$ cat src/rtl/usb_misc_defines.svh
// Register map, field positions, reset values and timing for the misc register bank
`ifndef USB_MISC_DEFINES_SVH
`define USB_MISC_DEFINES_SVH
// ========================================
// Register map
`define ADDR_W            10
`define OFS_SCRATCH       10'h278
`define OFS_UNLOCK        10'h27c
`define OFS_PULSE_W       10'h280
`define OFS_TEST          10'h284
`define OFS_STATUS        10'h288
// ========================================
// Values
`define UNLOCK_KEY        16'haa37
`define SCRATCH_RST       16'h0000
`define PULSE_W_RST       16'h001e
`define TEST_RST          8'h00
`define TEST_WR_MASK      8'h9f
`define TEST_BUSRST_KEEP  8'h90
`define RDATA_ZERO        32'h0000_0000
// ========================================
// Test and status register bits
`define TEST_FORCE_HS     7
`define TEST_FORCE_FS     4
`define TEST_PSEUDO_RANDOM_PATTERN         3
`define TEST_K            2
`define TEST_J            1
`define TEST_NAK          0
`define STATUS_LOCK       0
// ========================================
// Timing
`define CLK_PERIOD_NS     10
`define PULSE_UNIT_PS     3330
`define CLK_PERIOD_PS     (`CLK_PERIOD_NS * 1000)
// ========================================
// Line pattern generator
`define PSEUDO_RANDOM_PATTERN_SEED         7'h7f
`endif

$ cat src/rtl/usb_misc_pkg.sv
// Types shared by the misc register bank and the line pattern generator
package usb_misc_pkg;
  typedef enum logic [0:0] {
    BUS_IDLE = 1'b0,
    BUS_ACK  = 1'b1
  } bus_state_t;

  typedef enum logic [2:0] {
    LINE_IDLE = 3'b000,
    LINE_NAK  = 3'b001,
    LINE_J    = 3'b010,
    LINE_K    = 3'b011,
    LINE_PSEUDO_RANDOM_PATTERN = 3'b100
  } line_mode_t;
endpackage : usb_misc_pkg

$ cat src/rtl/line_pattern_gen.sv
// Drives the USB data line pair for the line test patterns
`timescale 1ns/100ps
`include "usb_misc_defines.svh"
module line_pattern_gen (
  // Clock and reset
  input  wire logic                    clk_sys_in,
  input  wire logic                    rstn_in,
  // Selected pattern
  input  wire usb_misc_pkg::line_mode_t mode_in,
  // Line pair
  output logic                         usb_data_plus_line_out,
  output logic                         usb_data_minus_line_out,
  output logic                         usb_data_plus_line_oe_n_out,
  output logic                         usb_data_minus_line_oe_n_out,
  output logic                         quiescent_nak_out
);
  logic [6:0] lfsr_r;
  logic [6:0] lfsr_nxt;
  logic       pos_r;
  logic       pos_nxt;
  logic       neg_r;
  logic       neg_nxt;
  logic       oe_n_r;
  logic       oe_n_nxt;
  logic       nak_r;
  logic       nak_nxt;

  // ========================================
  // Pattern selection
  always_comb begin
    lfsr_nxt = lfsr_r;
    pos_nxt  = 1'b0;
    neg_nxt  = 1'b0;
    oe_n_nxt = 1'b0;
    nak_nxt  = 1'b0;
    unique case (mode_in)
      usb_misc_pkg::LINE_IDLE: begin
        oe_n_nxt = 1'b1;
      end
      usb_misc_pkg::LINE_NAK: begin
        nak_nxt = 1'b1;
      end
      usb_misc_pkg::LINE_J: begin
        pos_nxt = 1'b1;
      end
      usb_misc_pkg::LINE_K: begin
        neg_nxt = 1'b1;
      end
      usb_misc_pkg::LINE_PSEUDO_RANDOM_PATTERN: begin
        // PRBS7, advances only while selected
        lfsr_nxt = {lfsr_r[5:0], lfsr_r[6] ^ lfsr_r[5]};
        pos_nxt  = lfsr_r[6];
        neg_nxt  = ~lfsr_r[6];
      end
      default: begin
        oe_n_nxt = 1'b1;
      end
    endcase
  end

  always_ff @(posedge clk_sys_in or negedge rstn_in) begin
    if (!rstn_in) begin
      lfsr_r <= `PSEUDO_RANDOM_PATTERN_SEED;
      pos_r  <= 1'b0;
      neg_r  <= 1'b0;
      oe_n_r <= 1'b1;
      nak_r  <= 1'b0;
    end else begin
      lfsr_r <= lfsr_nxt;
      pos_r  <= pos_nxt;
      neg_r  <= neg_nxt;
      oe_n_r <= oe_n_nxt;
      nak_r  <= nak_nxt;
    end
  end

  assign usb_data_plus_line_out       = pos_r;
  assign usb_data_minus_line_out      = neg_r;
  assign usb_data_plus_line_oe_n_out  = oe_n_r;
  assign usb_data_minus_line_oe_n_out = oe_n_r;
  assign quiescent_nak_out            = nak_r;
endmodule : line_pattern_gen

$ cat src/rtl/usb_misc_regs.sv
// Misc register bank: scratch, write lock, interrupt pulse width, line test control
`timescale 1ns/100ps
`include "usb_misc_defines.svh"
// Behaviour
// - A 16-bit scratch store in two bytes clears at power-on and survives a USB bus reset.
// - Entering suspend locks out register writes.
// - Writing 16'haa37 to the write-only unlock register releases the write lock.
// - In pulse mode each interrupt pulse lasts as long as the pulse width register sets.
// - One width unit is 3.33 ns and a value of 1 gives the shortest pulse.
// - Test bit 7 forces high-speed only and disables chirp detection.
// - Test bit 4 forces full-speed only and disables chirp detection.
// - Test bit 3 toggles the data lines in a pseudo-random pattern.
// - Test bit 2 drives the K state and test bit 1 drives the J state.
// - Test bit 0 puts the lines in the quiescent state and only NAKs high-speed IN tokens.
module usb_misc_regs (
  // Clock and reset
  input  wire logic                clk_sys_in,
  input  wire logic                rstn_in,
  // Avalon-MM slave
  input  wire logic [`ADDR_W-1:0]  avs_address_in,
  input  wire logic                avs_read_in,
  input  wire logic                avs_write_in,
  input  wire logic [31:0]         avs_writedata_in,
  input  wire logic [3:0]          avs_byteenable_in,
  output logic      [31:0]         avs_readdata_out,
  output logic                     avs_waitrequest_out,
  // USB bus state
  input  wire logic                suspend_in,
  input  wire logic                bus_reset_in,
  // Interrupt
  input  wire logic                irq_request_in,
  input  wire logic                irq_pulse_mode_in,
  output logic                     irq_out,
  // Speed control
  output logic                     force_high_speed_out,
  output logic                     force_full_speed_out,
  output logic                     chirp_detect_enable_out,
  output logic                     writes_locked_out,
  // Line test
  output logic                     quiescent_nak_out,
  output logic                     usb_data_plus_line_out,
  output logic                     usb_data_minus_line_out,
  output logic                     usb_data_plus_line_oe_n_out,
  output logic                     usb_data_minus_line_oe_n_out
);
  usb_misc_pkg::bus_state_t state_r;
  usb_misc_pkg::bus_state_t state_nxt;
  usb_misc_pkg::line_mode_t mode_r;
  usb_misc_pkg::line_mode_t mode_nxt;
  logic [31:0] rdata_r;
  logic [31:0] rdata_nxt;
  logic        wait_r;
  logic        wait_nxt;
  logic [15:0] scratch_r;
  logic [15:0] scratch_nxt;
  logic [15:0] width_r;
  logic [15:0] width_nxt;
  logic [7:0]  test_r;
  logic [7:0]  test_nxt;
  logic        locked_r;
  logic        locked_nxt;
  logic        susp_d_r;
  logic        chirp_r;
  logic        chirp_nxt;
  logic        wr_ack;
  logic        susp_rise;
  logic        key_hit;

  assign wr_ack    = (state_r == usb_misc_pkg::BUS_ACK) && avs_write_in;
  assign susp_rise = suspend_in && !susp_d_r;
  assign key_hit   = (avs_address_in == `OFS_UNLOCK) && (avs_byteenable_in[1:0] == 2'b11)
                     && (avs_writedata_in[15:0] == `UNLOCK_KEY);

  // ========================================
  // Bus handshake and read data
  // One wait cycle: request seen, answer registered, waitrequest drops for one edge
  always_comb begin
    state_nxt = state_r;
    wait_nxt  = 1'b1;
    rdata_nxt = rdata_r;
    unique case (state_r)
      usb_misc_pkg::BUS_IDLE: begin
        if (avs_read_in || avs_write_in) begin
          state_nxt = usb_misc_pkg::BUS_ACK;
          wait_nxt  = 1'b0;
          rdata_nxt = `RDATA_ZERO;
          if (avs_read_in) begin
            // Reads keep working under the lock
            unique case (avs_address_in)
              `OFS_SCRATCH: rdata_nxt = {16'h0000, scratch_r};
              `OFS_PULSE_W: rdata_nxt = {16'h0000, width_r};
              `OFS_TEST:    rdata_nxt = {24'h000000, test_r};
              `OFS_STATUS:  rdata_nxt = {31'h00000000, locked_r};
              default:      rdata_nxt = `RDATA_ZERO;
            endcase
          end
        end
      end
      usb_misc_pkg::BUS_ACK: begin
        state_nxt = usb_misc_pkg::BUS_IDLE;
      end
    endcase
  end

  always_ff @(posedge clk_sys_in or negedge rstn_in) begin
    if (!rstn_in) begin
      state_r <= usb_misc_pkg::BUS_IDLE;
      wait_r  <= 1'b1;
      rdata_r <= `RDATA_ZERO;
    end else begin
      state_r <= state_nxt;
      wait_r  <= wait_nxt;
      rdata_r <= rdata_nxt;
    end
  end

  // ========================================
  // Write lock
  always_comb begin
    locked_nxt = locked_r;
    if (wr_ack && key_hit) begin
      locked_nxt = 1'b0;
    end
    // Suspend entry wins over a same-cycle unlock
    if (susp_rise) begin
      locked_nxt = 1'b1;
    end
  end

  always_ff @(posedge clk_sys_in or negedge rstn_in) begin
    if (!rstn_in) begin
      locked_r <= 1'b0;
      susp_d_r <= 1'b0;
    end else begin
      locked_r <= locked_nxt;
      susp_d_r <= suspend_in;
    end
  end

  // ========================================
  // Register writes
  always_comb begin
    scratch_nxt = scratch_r;
    width_nxt   = width_r;
    test_nxt    = test_r;
    if (bus_reset_in) begin
      test_nxt = test_r & `TEST_BUSRST_KEEP;
    end
    if (wr_ack && !locked_r) begin
      unique case (avs_address_in)
        `OFS_SCRATCH: begin
          if (avs_byteenable_in[0]) scratch_nxt[7:0] = avs_writedata_in[7:0];
          if (avs_byteenable_in[1]) scratch_nxt[15:8] = avs_writedata_in[15:8];
        end
        `OFS_PULSE_W: begin
          if (avs_byteenable_in[0]) width_nxt[7:0] = avs_writedata_in[7:0];
          if (avs_byteenable_in[1]) width_nxt[15:8] = avs_writedata_in[15:8];
        end
        `OFS_TEST: begin
          // Reserved bits are not stored and read as zero
          if (avs_byteenable_in[0]) test_nxt = avs_writedata_in[7:0] & `TEST_WR_MASK;
        end
        default: begin
        end
      endcase
    end
  end

  always_ff @(posedge clk_sys_in or negedge rstn_in) begin
    if (!rstn_in) begin
      scratch_r <= `SCRATCH_RST;
      width_r   <= `PULSE_W_RST;
      test_r    <= `TEST_RST;
    end else begin
      scratch_r <= scratch_nxt;
      width_r   <= width_nxt;
      test_r    <= test_nxt;
    end
  end

  // ========================================
  // Speed control and line pattern select
  always_comb begin
    chirp_nxt = !(test_r[`TEST_FORCE_HS] || test_r[`TEST_FORCE_FS]);
    // Priority only matters if firmware breaks the one-bit-at-a-time limit
    if (test_r[`TEST_PSEUDO_RANDOM_PATTERN]) begin
      mode_nxt = usb_misc_pkg::LINE_PSEUDO_RANDOM_PATTERN;
    end else if (test_r[`TEST_K]) begin
      mode_nxt = usb_misc_pkg::LINE_K;
    end else if (test_r[`TEST_J]) begin
      mode_nxt = usb_misc_pkg::LINE_J;
    end else if (test_r[`TEST_NAK]) begin
      mode_nxt = usb_misc_pkg::LINE_NAK;
    end else begin
      mode_nxt = usb_misc_pkg::LINE_IDLE;
    end
  end

  always_ff @(posedge clk_sys_in or negedge rstn_in) begin
    if (!rstn_in) begin
      chirp_r <= 1'b1;
      mode_r  <= usb_misc_pkg::LINE_IDLE;
    end else begin
      chirp_r <= chirp_nxt;
      mode_r  <= mode_nxt;
    end
  end

  line_pattern_gen u_line (
    .clk_sys_in                   (clk_sys_in),
    .rstn_in                      (rstn_in),
    .mode_in                      (mode_r),
    .usb_data_plus_line_out       (usb_data_plus_line_out),
    .usb_data_minus_line_out      (usb_data_minus_line_out),
    .usb_data_plus_line_oe_n_out  (usb_data_plus_line_oe_n_out),
    .usb_data_minus_line_oe_n_out (usb_data_minus_line_oe_n_out),
    .quiescent_nak_out            (quiescent_nak_out)
  );

  // ========================================
  // Interrupt pulse stretcher
  // Elapsed time in ps avoids a divider; the pulse always lasts at least one cycle
  logic        irq_r;
  logic        irq_nxt;
  logic        req_d_r;
  logic [31:0] elapsed_r;
  logic [31:0] elapsed_nxt;
  logic [31:0] target;

  assign target = width_r * 32'(`PULSE_UNIT_PS);

  always_comb begin
    irq_nxt     = irq_r;
    elapsed_nxt = elapsed_r;
    if (!irq_pulse_mode_in) begin
      irq_nxt     = irq_request_in;
      elapsed_nxt = 32'h0000_0000;
    end else if (irq_r) begin
      if (elapsed_r >= target) begin
        irq_nxt = 1'b0;
      end else begin
        elapsed_nxt = elapsed_r + 32'(`CLK_PERIOD_PS);
      end
    end else if (irq_request_in && !req_d_r) begin
      irq_nxt     = 1'b1;
      elapsed_nxt = 32'(`CLK_PERIOD_PS);
    end
  end

  always_ff @(posedge clk_sys_in or negedge rstn_in) begin
    if (!rstn_in) begin
      irq_r     <= 1'b0;
      req_d_r   <= 1'b0;
      elapsed_r <= 32'h0000_0000;
    end else begin
      irq_r     <= irq_nxt;
      req_d_r   <= irq_request_in;
      elapsed_r <= elapsed_nxt;
    end
  end

  assign avs_readdata_out        = rdata_r;
  assign avs_waitrequest_out     = wait_r;
  assign irq_out                 = irq_r;
  assign force_high_speed_out    = test_r[`TEST_FORCE_HS];
  assign force_full_speed_out    = test_r[`TEST_FORCE_FS];
  assign chirp_detect_enable_out = chirp_r;
  assign writes_locked_out       = locked_r;
endmodule : usb_misc_regs

$ cat config.mk
export PLATFORM = sky130hd
export DESIGN_NAME = usb_misc_regs
export DESIGN_NICKNAME = d
export VERILOG_FILES = /design/src/rtl/usb_misc_pkg.sv /design/src/rtl/line_pattern_gen.sv /design/src/rtl/usb_misc_regs.sv
export VERILOG_INCLUDE_DIRS = /design/src /design/src/rtl
export SDC_FILE = /design/constraint.sdc
export NUM_CORES = 1
export LEC_CHECK = 0
export ABC_CLOCK_PERIOD_IN_PS = 5500
export BUFFER_PORTS_ARGS = -buffer_cell sky130_fd_sc_hd__buf_2
export CAP_MARGIN = 20
export CORE_ASPECT_RATIO = 2
export CORE_MARGIN = 5
export CORE_UTILIZATION = 30
export CTS_BUF_LIST = sky130_fd_sc_hd__clkbuf_16
export CTS_CLUSTER_DIAMETER = 60
export DETAILED_ROUTE_END_ITERATION = 12
export GPL_TIMING_DRIVEN = 0
export SLEW_MARGIN = 15
export SYNTH_ARGS = -nofsm -noshare
export SYNTH_HDL_FRONTEND = slang
export SYNTH_SLANG_ARGS = --single-unit
$ cat constraint.sdc
create_clock -name clk_sys_in -period 5.5 [get_ports clk_sys_in]
set_clock_uncertainty 0.15 [all_clocks]
set_input_delay 0.55 -clock clk_sys_in [delete_from_list [all_inputs] [get_ports clk_sys_in]]
set_output_delay 0.55 -clock clk_sys_in [all_outputs]
set_load 0.02 [all_outputs]
==> results.txt, run 1 <==
----------------------------------------------------
[Pwr]
  Power per cell area ... 171 nW/µm²
  Peak supply drop ... roughly 140 µV
  Power after layout ... 0.00162 W
  Leakage power ... around 4.5 nW

[Synth]
  Synth warnings ... 0
  Count of unique library cells instantiated by Yosys ... 66
  Number of cells produced by synthesis ... 748
  Number of storage elements in the synthesis netlist ... 105
  Top flip-flop cell by instance count after synthesis ... dfrtp_1
  Count of flip-flops with a built-in enable after synthesis ... 0
  Netlist area before placement ... 7530 µm²
  Portion of the post-synthesis area used by sequential elements ... 35.1%
  Ys async rst share ... 100%
  Post-synthesis area per instance ... slightly above 10 µm²

[Layout]
  Area overhead of the layout relative to synthesis ... 26.3%
  Share of layout cells above drive strength 1 ... 30.5%
  Number of antenna repair diodes ... 0
  Most frequent cells in the layout ... 93 x ha_1, 83 x dfrtp_1, 63 x buf_2, 60 x inv_1, 57 x nand2_1
  Leading cell type in the layout, fill and taps excluded ... ha_1
  Area occupied by multi-input gates ... slightly below 5000 µm²
  Area of all sequential standard cells ... about 2700 µm²
  Final net count ... about 1,100
  Total of fill cells in the finished design ... between 2,000 and 2,500
  Number of non-filler instances in the completed layout ... roughly 1,200
  Summed area of non-filler cells in the final layout ... ~9500 µm²

[Route]
  Wire length per cell ... about 16 µm
  1st-pass router iterations ... 5
  DRC errors left ... 0
  Total wire length ... about 20 mm
  Count of nets left with antenna violations after detail routing ... 0
  Number of vias in the routed layout ... between 6,000 and 7,000
  1st-iter DRT viols ... 186
  Vias/cell ... 5.01

[Critical path]
  Worst Path Arrival ... approximately 6000 ps
  Critical path capture point type ... register
  Req. time, crit path ... around 5600 ps
  Critical Path Most Common Cell ... ha_1
  Delay of the slowest cell on the worst path ... about 580 ps
  Master of the slowest instance on the critical path ... dfstp_2
  CP Class ... register to register
  Type of element launching the critical path ... register
  Worst path cell trace ... buf_12, ha_1, fa_1, ha_1, fa_1, ha_4, ha_4, nand3_1, o211ai_1, o211ai_1, a21boi_1, o21ai_1, a21oi_1, xnor2_1, ha_1, buf_4, a21oi_1, o221ai_4, a21oi_4, and3_4, buf_8, nand2_2, mux2i_1
  Maximum fanout along the worst path ... 6

[Clock tree]
  Clock sink total ... ~110
  Clock latency on the worst-skew pair ... about 370 ps
  Clk slew on worst S/H paths ... 80 ps
  Root Buffer Master ... clkbuf_16
  Clock tree from TritonCTS ... built
  Maximum root-to-sink buffer count ... 2
  TritonCTS Buffers ... 9
  H-tree depth ... 3

[Run status]
  Result of the run ... finished with violations
  Failing checks ... setup timing

[Place]
  Detailed-placement wirelength estimate ... between 15 and 20 mm
  Global placement routability congestion ... a little over 0.8
  Worst slack at placement ... -1010 ps
  Instance area at placement ... between 8000 and 9000 µm²
  Number of input and output port buffers inserted ... 62
  Total placed cells including tap cells ... 1,162

[STA]
  Maximum clock rate ... about 0.17 GHz
  Unrepaired setup endpoints after global routing ... yes
  Min Tclk post-route ... between 5000 and 6000 ps
  Number of endpoints with negative hold slack in the final report ... 0
  Final setup margin ... -352 ps
  Total negative setup slack ... -7600 ps
  Number of pins exceeding their max-slew limit in the final report ... 0
  Final critical-path share of the clock period ... 106%
  Worst-case headroom to the max-slew limit ... a little over a quarter
  Final number of setup-violating endpoints ... 29
  Worst-Margin Slew ... ~1100 ps

[Floorplan]
  Initial core utilization ... a little under a third
  Number of core rows ... between 80 and 90
  Horiz. Die Dim ... between 100 and 150 µm
  I/O Pins ... 97
  Area enclosed by the die boundary ... about 29,000 µm²
  Die span in y ... roughly 230 µm
  Core outline area ... between 20,000 and 25,000 µm²

[Global routing]
  Global Route met2 Usage ... 28.7%
  GR Layer Usage met3 ... 2.03%
  Wire length of the first global-routing pass ... approximately 32 mm
  Routing layer with the top usage in global route ... met2
  Met1 global-route usage ... 12.9%
  Vias in the first global route ... around 6,400
  Initial antenna violation count ... 0
  Overall overflow remaining after global route ... 0
  Largest net degree at the start of global routing ... 55
  Overall Global Routing Usage ... roughly 14%

[Min path]
  Hold Crit Class ... input pin to register

[Run]
  Maximum capacitance violations ... 0

----------------------------------------------------
-- layout make-up --
class                           instances  share of cell area, %
Tap cell                              336                   4.42
Clock inverter                          7                  0.553
Inverter                               62                   2.45
Buffer                                 32                   2.47
Multi-Input combinational cell        563                   52.2
Clock buffer                            9                   2.37
Sequential cell                       105                   27.9
Timing Repair Buffer                  102                   7.57
-- cells in the mapped netlist, types with 2 or more instances --
| cell type | count | area share (%) |
|---|---|---|
| nor3b_1 | 5 | 0.50 |
| nor2_1 | 28 | 1.4 |
| nand2_2 | 2 | 0.17 |
| mux2_2 | 35 | 5.2 |
| dfstp_2 | 14 | 4.9 |
| or3_1 | 2 | 0.17 |
| a21boi_0 | 2 | 0.20 |
| nand4_1 | 6 | 0.50 |
| o31ai_1 | 4 | 0.40 |
| nor2b_1 | 2 | 0.17 |
| dfrtp_1 | 91 | 30 |
| a21oi_1 | 36 | 2.4 |
| xnor2_1 | 17 | 2.0 |
| nand3_1 | 24 | 1.6 |
| xor2_1 | 8 | 0.93 |
| nor3_1 | 7 | 0.47 |
| a22o_1 | 3 | 0.35 |
| o211ai_1 | 5 | 0.50 |
| fa_1 | 18 | 4.8 |
| mux2i_1 | 3 | 0.40 |
| buf_4 | 19 | 1.9 |
| o21ai_0 | 50 | 3.3 |
| clkbuf_1 | 8 | 0.40 |
| o21bai_1 | 4 | 0.40 |
| ha_1 | 111 | 18 |
| nand2_1 | 62 | 3.1 |
| a211oi_1 | 5 | 0.50 |
| o21a_1 | 5 | 0.50 |
| and2_1 | 9 | 0.75 |
| a22oi_1 | 16 | 1.6 |
| or2_2 | 2 | 0.17 |
| a21o_1 | 7 | 0.70 |
| nand4b_1 | 4 | 0.47 |
| and4_1 | 2 | 0.23 |
| inv_1 | 62 | 3.1 |
| nand2b_1 | 9 | 0.75 |
| o311ai_0 | 5 | 0.58 |
| a31oi_1 | 13 | 1.1 |
| nand3b_1 | 3 | 0.30 |
| buf_2 | 5 | 0.33 |
| and3_1 | 10 | 0.83 |
-- sequential cells by signal, summed over array words and instances, names as in the netlist, 3 cells and up --
| register | count |
|---|---|
| test_r | 8 |
| scratch_r | 16 |
| u_line.lfsr_r | 7 |
| width_r | 16 |
| avs_readdata_out | 16 |
| elapsed_r | 28 |
| mode_r | 3 |
-- kinds of logic (layout without fill, tap and decap cells) --
| kind of cell | after synthesis | after routing | synth area share, % |
|---|---|---|---|
| AOI/OAI and AO/OA | 168 | 168 | 14.2 |
| xor gates and xnor gates | 25 | 25 | 2.91 |
| adders and majority gates | 129 | 129 | 23.2 |
| buffers and inverters | 95 | 212 | 5.87 |
| DFF | 105 | 105 | 35.1 |
| muxes | 38 | 38 | 5.63 |
| other | 1 | 16 | 0.0498 |
| and+or+nand+nor | 187 | 187 | 13.0 |
-- worst paths after layout --
| check | endpoint | cells after the start | slack (ps) | from |
|---|---|---|---|---|
| min in group asynchronous | avs_readdata_out[10] | 2 | 570 | rstn_in |
| worst max-delay path | elapsed_r[12] | 23 | -350 | width_r[2] |
| worst max register to register | elapsed_r[12] | 23 | -350 | width_r[2] |
| max in group asynchronous | u_line.usb_data_minus_line_oe_n_out | 3 | 3910 | rstn_in |
| worst min register to register | writes_locked_out | 1 | 270 | susp_d_r |
| worst min-delay path | susp_d_r | 1 | 160 | suspend_in |
-- critical path: cells and delay by family, from the launching register on --
kind / cells / cell delay, ps
AOI/OAI and AO/OA: 8 / 1580
xor gates and xnor gates: 1 / 140
adders and majority gates: 7 / 2260
buffers and inverters: 3 / 400
DFF: 1 / 580
muxes: 1 / 150
and+or+nand+nor: 3 / 480
-- what timing repair did --
item	CTS	global route
pin swaps	51	32
setup endpoints to repair	29	29
buffers inserted	28	9
resized for setup	69	32
hold buffers	1	0
gates cloned	1	1
hold endpoints to repair	23	0
-- through the flow --
step                util [%]  hold slack [ps]
floorplan                  -              104
global placement        33.7              253
detailed placement      33.9              266
CTS                     37.1              136
global route            38.1              153
finish                  38.1              156
-- report_power, final --
part           internal (W)  switching, W  total [W]
logic             0.0000770      0.000113   0.000190
registers          0.000784     0.0000172   0.000801
clock network      0.000312      0.000320   0.000632
-- routing by layer --
| metal | wire, µm | share of wire [%] | vias up |
|---|---|---|---|
| met5 | 0 | 0 | - |
| met4 | 1190 | 6.0 | 0 |
| met3 | 563 | 2.8 | 59 |
| met2 | 11500 | 58 | 139 |
| met1 | 6600 | 33 | 2972 |
| li1 | - | - | 2917 |
(Power assumes the default switching activity.)
==> inputs of run 2 (changes only) <==
--- a/config.mk
+++ b/config.mk
@@ -9,6 +9,8 @@
 export ABC_CLOCK_PERIOD_IN_PS = 5500
 export BUFFER_PORTS_ARGS = -buffer_cell sky130_fd_sc_hd__buf_2
 export CAP_MARGIN = 20
+export CELL_PAD_IN_SITES_DETAIL_PLACEMENT = 0
+export CELL_PAD_IN_SITES_GLOBAL_PLACEMENT = 2
 export CORE_ASPECT_RATIO = 2
 export CORE_MARGIN = 5
 export CORE_UTILIZATION = 30
@@ -16,6 +18,7 @@
 export CTS_CLUSTER_DIAMETER = 60
 export DETAILED_ROUTE_END_ITERATION = 12
 export GPL_TIMING_DRIVEN = 0
+export PLACE_DENSITY_LB_ADDON = 0.1
 export SLEW_MARGIN = 15
 export SYNTH_ARGS = -nofsm -noshare
 export SYNTH_HDL_FRONTEND = slang
==> results.txt, run 2 (synthesis gave the netlist of run 1 again) <==
----------------------------------------------------
[Floorplan]
  Area enclosed by the die boundary ... 28,600 µm² (unchanged)
  Horiz. Die Dim ... 122 µm (unchanged)
  Initial core utilization ... 30.2% (unchanged)
  Number of core rows ... 82 (unchanged)
  I/O Pins ... 97 (unchanged)
  Core outline area ... 24,900 µm² (unchanged)
  Die span in y ... 234 µm (unchanged)

[Layout]
  Area occupied by multi-input gates ... 4990 µm² (+0.48%)
  Final net count ... 1,059 (+0.095%)
  Area of all sequential standard cells ... 2650 µm² (about the same)
  Top reg by flops ... elapsed_r
  Summed area of non-filler cells in the final layout ... 9580 µm² (+0.76%)
  Share of the core filled with cells ... 38.4% (+0.29 points)
  Share of layout cells above drive strength 1 ... 30.9% (+0.42 points)
  Flip-flop count of the largest register after layout ... 28 (unchanged)
  Total of fill cells in the finished design ... 2,552 (+2.7%)
  Most frequent cells in the layout ... 97 x ha_1, 84 x dfrtp_1, 63 x buf_2, 59 x inv_1, 58 x nand2_1
  Number of antenna repair diodes ... 0 (unchanged)
  Area overhead of the layout relative to synthesis ... 27.2%
  Leading cell type in the layout, fill and taps excluded ... ha_1

[Route]
  1st-pass router iterations ... 4 (-1)
  Vias/cell ... 4.91 (-1.9%)
  Number of vias in the routed layout ... 5,975 (-1.8%)
  DRC errors left ... 0 (unchanged)
  Wire length per cell ... 17.9 µm (+9.6%)
  Met2 layer wire length in the routed design ... 13.0 mm (+13%)
  Uppermost routed layer ... met4
  1st-iter DRT viols ... 267 (+44%)
  Total wire length ... 21.8 mm (+9.7%)
  Post-route met1 wirelength ... 7.38 mm (+12%)
  DR WL met3 ... 631 µm (+12%)
  Count of nets left with antenna violations after detail routing ... 0 (unchanged)

[Pwr]
  Power after layout ... 0.00172 W (+5.7%)
  Peak supply drop ... 120 µV (-15%)
  Power per cell area ... 179 nW/µm² (+4.9%)
  Leakage power ... 4.58 nW (+1.4%)

[Global routing]
  Initial antenna violation count ... 0 (unchanged)
  Wire length of the first global-routing pass ... 34.0 mm (+7.3%)
  Largest net degree at the start of global routing ... 55 (unchanged)
  Overall overflow remaining after global route ... 0 (unchanged)
  Vias in the first global route ... 6,339 (-0.56%)
  Overall Global Routing Usage ... 15.8% (+1.5 points)

[Place]
  Number of input and output port buffers inserted ... 62 (unchanged)
  Instance area at placement ... 8440 µm² (unchanged)
  Detailed-placement wirelength estimate ... 16.8 mm (+8.3%)
  Global placement routability congestion ... 0.787 (-4.9%)

[Clock tree]
  Clock latency on the worst-skew pair ... 380 ps (about the same)
  TritonCTS Buffers ... 9 (unchanged)
  Clock tree from TritonCTS ... built
  H-tree depth ... 3 (unchanged)
  Maximum root-to-sink buffer count ... 2 (unchanged)
  Root Buffer Master ... clkbuf_16
  Clk slew on worst S/H paths ... 90 ps (about the same)
  Clock sink total ... 105 (unchanged)

[Critical path]
  Path depth of the worst reg2reg path ... 23 (unchanged)
  Worst Path Arrival ... 6010 ps (+20 ps)
  Type of element launching the critical path ... register
  Req. time, crit path ... 5630 ps (about the same)
  Maximum fanout along the worst path ... 5 (-1)
  CP Class ... register to register
  Critical path capture point type ... register

[Run]
  Maximum capacitance violations ... 0 (unchanged)

[STA]
  Hold Slack ... 146 ps (-9.63 ps)
  Min Tclk post-route ... 5880 ps (+29.6 ps)
  Worst-Margin Slew ... 1070 ps (-16.8 ps)
  Worst-case headroom to the max-slew limit ... 28.2% (+1.1 points)
  Final setup margin ... -382 ps (-29.6 ps)
  Number of pins exceeding their max-slew limit in the final report ... 0 (unchanged)
  Unrepaired setup endpoints after global routing ... yes
  Final critical-path share of the clock period ... 107% (+0.54 points)
  Maximum clock rate ... 0.170 GHz (-0.50%)
  Number of endpoints with negative hold slack in the final report ... 0 (unchanged)
  Final number of setup-violating endpoints ... 29 (unchanged)

[Run status]
  Failing checks ... setup timing
  Result of the run ... finished with violations

[Min path]
  Hold Crit Class ... input pin to register
  Hold Crit Depth ... 1 (unchanged)

----------------------------------------------------
==> run 2: power breakdown <==
group	total [W]	internal, W	leakage, nW	switching (W)
combinational	0.000196	0.0000779	3.08	0.000118
clock	0.000718	0.000369	0.155	0.000350
sequential	0.000801	0.000784	1.35	0.0000169
==> run 2: repair_timing <==
item	in CTS	in global routing
endpoints found under the setup margin	29	29
gates resized for setup	73	33
cloned	2	1
pin swaps	41	36
hold buffers	1	0
setup buffers	37	5
endpoints found under the hold margin	49	0
==> run 2: path summary, 6_finish.rpt <==
path                           startpoint                            end  slack [ps]
setup / recovery               width_r[2]                  elapsed_r[27]        -380
hold / removal             irq_request_in                        req_d_r         150
setup reg to reg               width_r[2]                  elapsed_r[27]        -380
hold reg to reg                  susp_d_r              writes_locked_out         290
max in group asynchronous         rstn_in               u_line.lfsr_r[1]        3980
min in group asynchronous         rstn_in  u_line.usb_data_plus_line_out         530
==> run 2: final cells by class <==
type,count,area share [%]
Multi-Input combinational cell,564,52.1
Sequential cell,105,27.7
Timing Repair Buffer,102,7.63
Tap cell,336,4.39
Inverter,62,2.43
Buffer,32,2.40
Clock buffer,9,2.35
Clock inverter,7,1.01
==> run 2: worst max-delay path, cell delays in order (launching register included) <==
cell      delay (ps)
dfstp_2          590
buf_12           120
buf_4            100
ha_2             180
fa_1             460
ha_4             240
fa_1             540
ha_4             210
ha_4             280
nand3_1           70
o211ai_1         320
o211ai_1         170
a21boi_1         230
o21ai_2          100
a21oi_1          160
xnor2_1          150
ha_1             270
buf_4            140
a21oi_2          170
o221ai_4         180
a21oi_4          260
and3_4           320
nand2_8          120
o311ai_4         230
==> run 2: per-layer routing <==
layer  up-vias  global-route usage [%]
li1       2914                       -
met1      2935                    14.7
met2        92                    32.0
met3        34                    2.66
met4         0                    7.68
met5         -                       0
==> run 2: stage by stage <==
step / TNS (ps) / cells / setup slack, ps
floorplan: 0 / 763 / 1.41
global placement: -28280 / 1161 / -1230
detailed placement: -28520 / 1162 / -1250
CTS: -13460 / 1212 / -572
global route: -15530 / 1217 / -608
finish: -8710 / 1217 / -382
==> inputs of run 3 (changes only) <==
--- a/config.mk
+++ b/config.mk
@@ -9,16 +9,14 @@
 export ABC_CLOCK_PERIOD_IN_PS = 5500
 export BUFFER_PORTS_ARGS = -buffer_cell sky130_fd_sc_hd__buf_2
 export CAP_MARGIN = 20
-export CELL_PAD_IN_SITES_DETAIL_PLACEMENT = 0
-export CELL_PAD_IN_SITES_GLOBAL_PLACEMENT = 2
 export CORE_ASPECT_RATIO = 2
 export CORE_MARGIN = 5
-export CORE_UTILIZATION = 30
+export CORE_UTILIZATION = 35
 export CTS_BUF_LIST = sky130_fd_sc_hd__clkbuf_16
 export CTS_CLUSTER_DIAMETER = 60
 export DETAILED_ROUTE_END_ITERATION = 12
 export GPL_TIMING_DRIVEN = 0
-export PLACE_DENSITY_LB_ADDON = 0.1
+export SKIP_CTS_REPAIR_TIMING = 1
 export SLEW_MARGIN = 15
 export SYNTH_ARGS = -nofsm -noshare
 export SYNTH_HDL_FRONTEND = slang
==> results.txt, run 3 (synthesis gave the netlist of run 1 again) <==
----------------------------------------------------
[Critical path]
  Worst path cell trace ... buf_4, ha_1, fa_1, ha_1, fa_1, ha_1, ha_4, nand3_1, o211ai_1, o211ai_1, a21boi_1, o21ai_1, a21oi_1, xnor2_1, ha_1, nand4_1, nor4_4, buf_4, nand3_4, and3_4, buf_4, o32a_1, a21oi_1
  Type of element launching the critical path ... register
  Delay of the slowest cell on the worst path ... 550 ps (-40 ps)
  Top Family by Delay on Critical Path ... adder cells
  Critical path capture point type ... register
  Worst Path Arrival ... 6190 ps (+180 ps)
  Master of the slowest instance on the critical path ... dfstp_2
  Buf/Inv on CP ... 3 (unchanged)
  Critical Path Most Common Cell ... ha_1
  CP Class ... register to register
  Maximum fanout along the worst path ... 5 (unchanged)
  Req. time, crit path ... 5650 ps (+20 ps)

[Pwr]
  Part of the power in registers ... 48.9% (+2.2 points)
  Peak supply drop ... 163 µV (+36%)
  Comb power frac ... 11.2% (-0.2 points)
  Power after layout ... 0.00164 W (-4.4%)
  Power per cell area ... 178 nW/µm² (-0.40%)
  Clock network power share ... 40.0% (-1.9 points)
  Leakage power ... 4.50 nW (-1.8%)
  Sw Ratio ... 28.1% (-0.12 points)
  Internal Dissipation ... 0.00118 W (-4.3%)
  Switching power ... 0.000461 W (-4.8%)

[Clock tree]
  Clock sink total ... 105 (unchanged)
  Clk slew on worst S/H paths ... 80 ps (about the same)
  Maximum root-to-sink buffer count ... 2 (unchanged)
  H-tree depth ... 3 (unchanged)
  TritonCTS Buffers ... 9 (unchanged)
  Clock tree from TritonCTS ... built
  Root Buffer Master ... clkbuf_16
  Clock latency on the worst-skew pair ... 370 ps (about the same)

[Global routing]
  Initial antenna violation count ... 0 (unchanged)
  Overall Global Routing Usage ... 15.8% (about the same)
  Largest net degree at the start of global routing ... 70 (+27%)
  Overall overflow remaining after global route ... 0 (unchanged)
  Wire length of the first global-routing pass ... 30.5 mm (-10%)
  Vias in the first global route ... 6,014 (-5.1%)

[Route]
  Total wire length ... 19.6 mm (-10%)
  1st-iter DRT viols ... 184 (-31%)
  Number of vias in the routed layout ... 6,009 (+0.57%)
  Vias/cell ... 5.23 (+6.5%)
  1st-pass router iterations ... 5 (+1)
  Wire length per cell ... 17.1 µm (-4.7%)
  Count of nets left with antenna violations after detail routing ... 0 (unchanged)
  DRC errors left ... 0 (unchanged)

[Layout]
  Leading cell type in the layout, fill and taps excluded ... ha_1
  Total of fill cells in the finished design ... 2,108 (-17%)
  Most frequent cells in the layout ... 101 x ha_1, 86 x dfrtp_1, 63 x buf_2, 60 x nand2_1, 59 x inv_1
  Area occupied by multi-input gates ... 4810 µm² (-3.6%)
  Flip-flop count of the largest register after layout ... 28 (unchanged)
  Top reg by flops ... elapsed_r
  Number of antenna repair diodes ... 0 (unchanged)
  Summed area of non-filler cells in the final layout ... 9190 µm² (-4.0%)
  Final net count ... 1,054 (-0.47%)
  Area overhead of the layout relative to synthesis ... 22.1%
  Area of all sequential standard cells ... 2650 µm² (about the same)
  Share of layout cells above drive strength 1 ... 28.2% (-2.7 points)

[Floorplan]
  Horiz. Die Dim ... 114 µm (-6.8%)
  I/O Pins ... 97 (unchanged)
  Initial core utilization ... 35.2% (+5.0 points)
  Die span in y ... 217 µm (-7.1%)
  Area enclosed by the die boundary ... 24,700 µm² (-13%)
  Number of core rows ... 76 (-7.3%)
  Core outline area ... 21,400 µm² (-14%)

[STA]
  Total negative setup slack ... -13,120 ps (-4410 ps)
  Unrepaired setup endpoints after global routing ... yes
  Number of pins exceeding their max-slew limit in the final report ... 0 (unchanged)
  Min Tclk post-route ... 6040 ps (+159 ps)
  Worst-Margin Slew ... 1040 ps (-32.7 ps)
  Final critical-path share of the clock period ... 110% (+2.9 points)
  Final setup margin ... -541 ps (-159 ps)
  Maximum clock rate ... 0.166 GHz (-2.6%)
  Hold Slack ... 153 ps (+7.28 ps)
  Final number of setup-violating endpoints ... 29 (unchanged)
  Number of endpoints with negative hold slack in the final report ... 0 (unchanged)
  Worst-case headroom to the max-slew limit ... 30.4% (+2.2 points)

[Run status]
  Result of the run ... finished with violations
  Failing checks ... setup timing

[Place]
  Worst slack at placement ... -1030 ps (+228 ps)
  Global placement routability congestion ... 0.823 (+4.6%)
  Instance area at placement ... 8360 µm² (-0.93%)
  Number of input and output port buffers inserted ... 62 (unchanged)
  Detailed-placement wirelength estimate ... 15.3 mm (-9.1%)

[Min path]
  Hold Crit Class ... input pin to register

[Run]
  Maximum capacitance violations ... 0 (unchanged)

----------------------------------------------------
-- run 3: metrics by stage --
step / std cells / util [%]
after floorplan: 763 / -
after global placement: 1098 / 38.9
after detailed placement: 1099 / 39.1
after CTS: 1115 / 40.5
after global routing: 1149 / 43.0
final: 1149 / 43.0
-- run 3: final timing paths --
path / start / to / slack, ps / cells after the start
max in group asynchronous: rstn_in / avs_waitrequest_out / 3980 / 3
min in group asynchronous: rstn_in / irq_out / 500 / 2
setup / recovery: width_r[2] / elapsed_r[26] / -540 / 23
hold / removal: suspend_in / susp_d_r / 150 / 1
setup reg to reg: width_r[2] / elapsed_r[26] / -540 / 23
hold reg to reg: susp_d_r / writes_locked_out / 280 / 1
-- run 3: layout make-up --
class / instances / area share (%)
plain buffers: 32 / 2.48
clock buffers: 9 / 2.45
clock inverters: 7 / 0.776
inverters: 62 / 2.53
repair buffers: 96 / 6.86
multi-input cells: 565 / 52.3
well taps: 273 / 3.72
flip-flops and latches: 105 / 28.8
-- run 3: per-layer routing --
layer	share of wire, %	GRT usage [%]	vias up
met5	0	0	-
met4	5.3	9.55	0
met3	2.9	2.14	47
met2	58	30.4	146
met1	34	15.4	2908
li1	-	-	2908
-- run 3: power groups by stage --
stage	Combinational [W]	Clock, W	Sequential [W]
3_3_place_gp	0.000153	0	0.000815
5_1_grt	0.000200	0.000709	0.000803
6_report	0.000183	0.000655	0.000801
4_1_cts	0.000158	0.000682	0.000800
2_1_floorplan	0.0000885	0	0.000813
3_5_place_dp	0.000157	0	0.000815
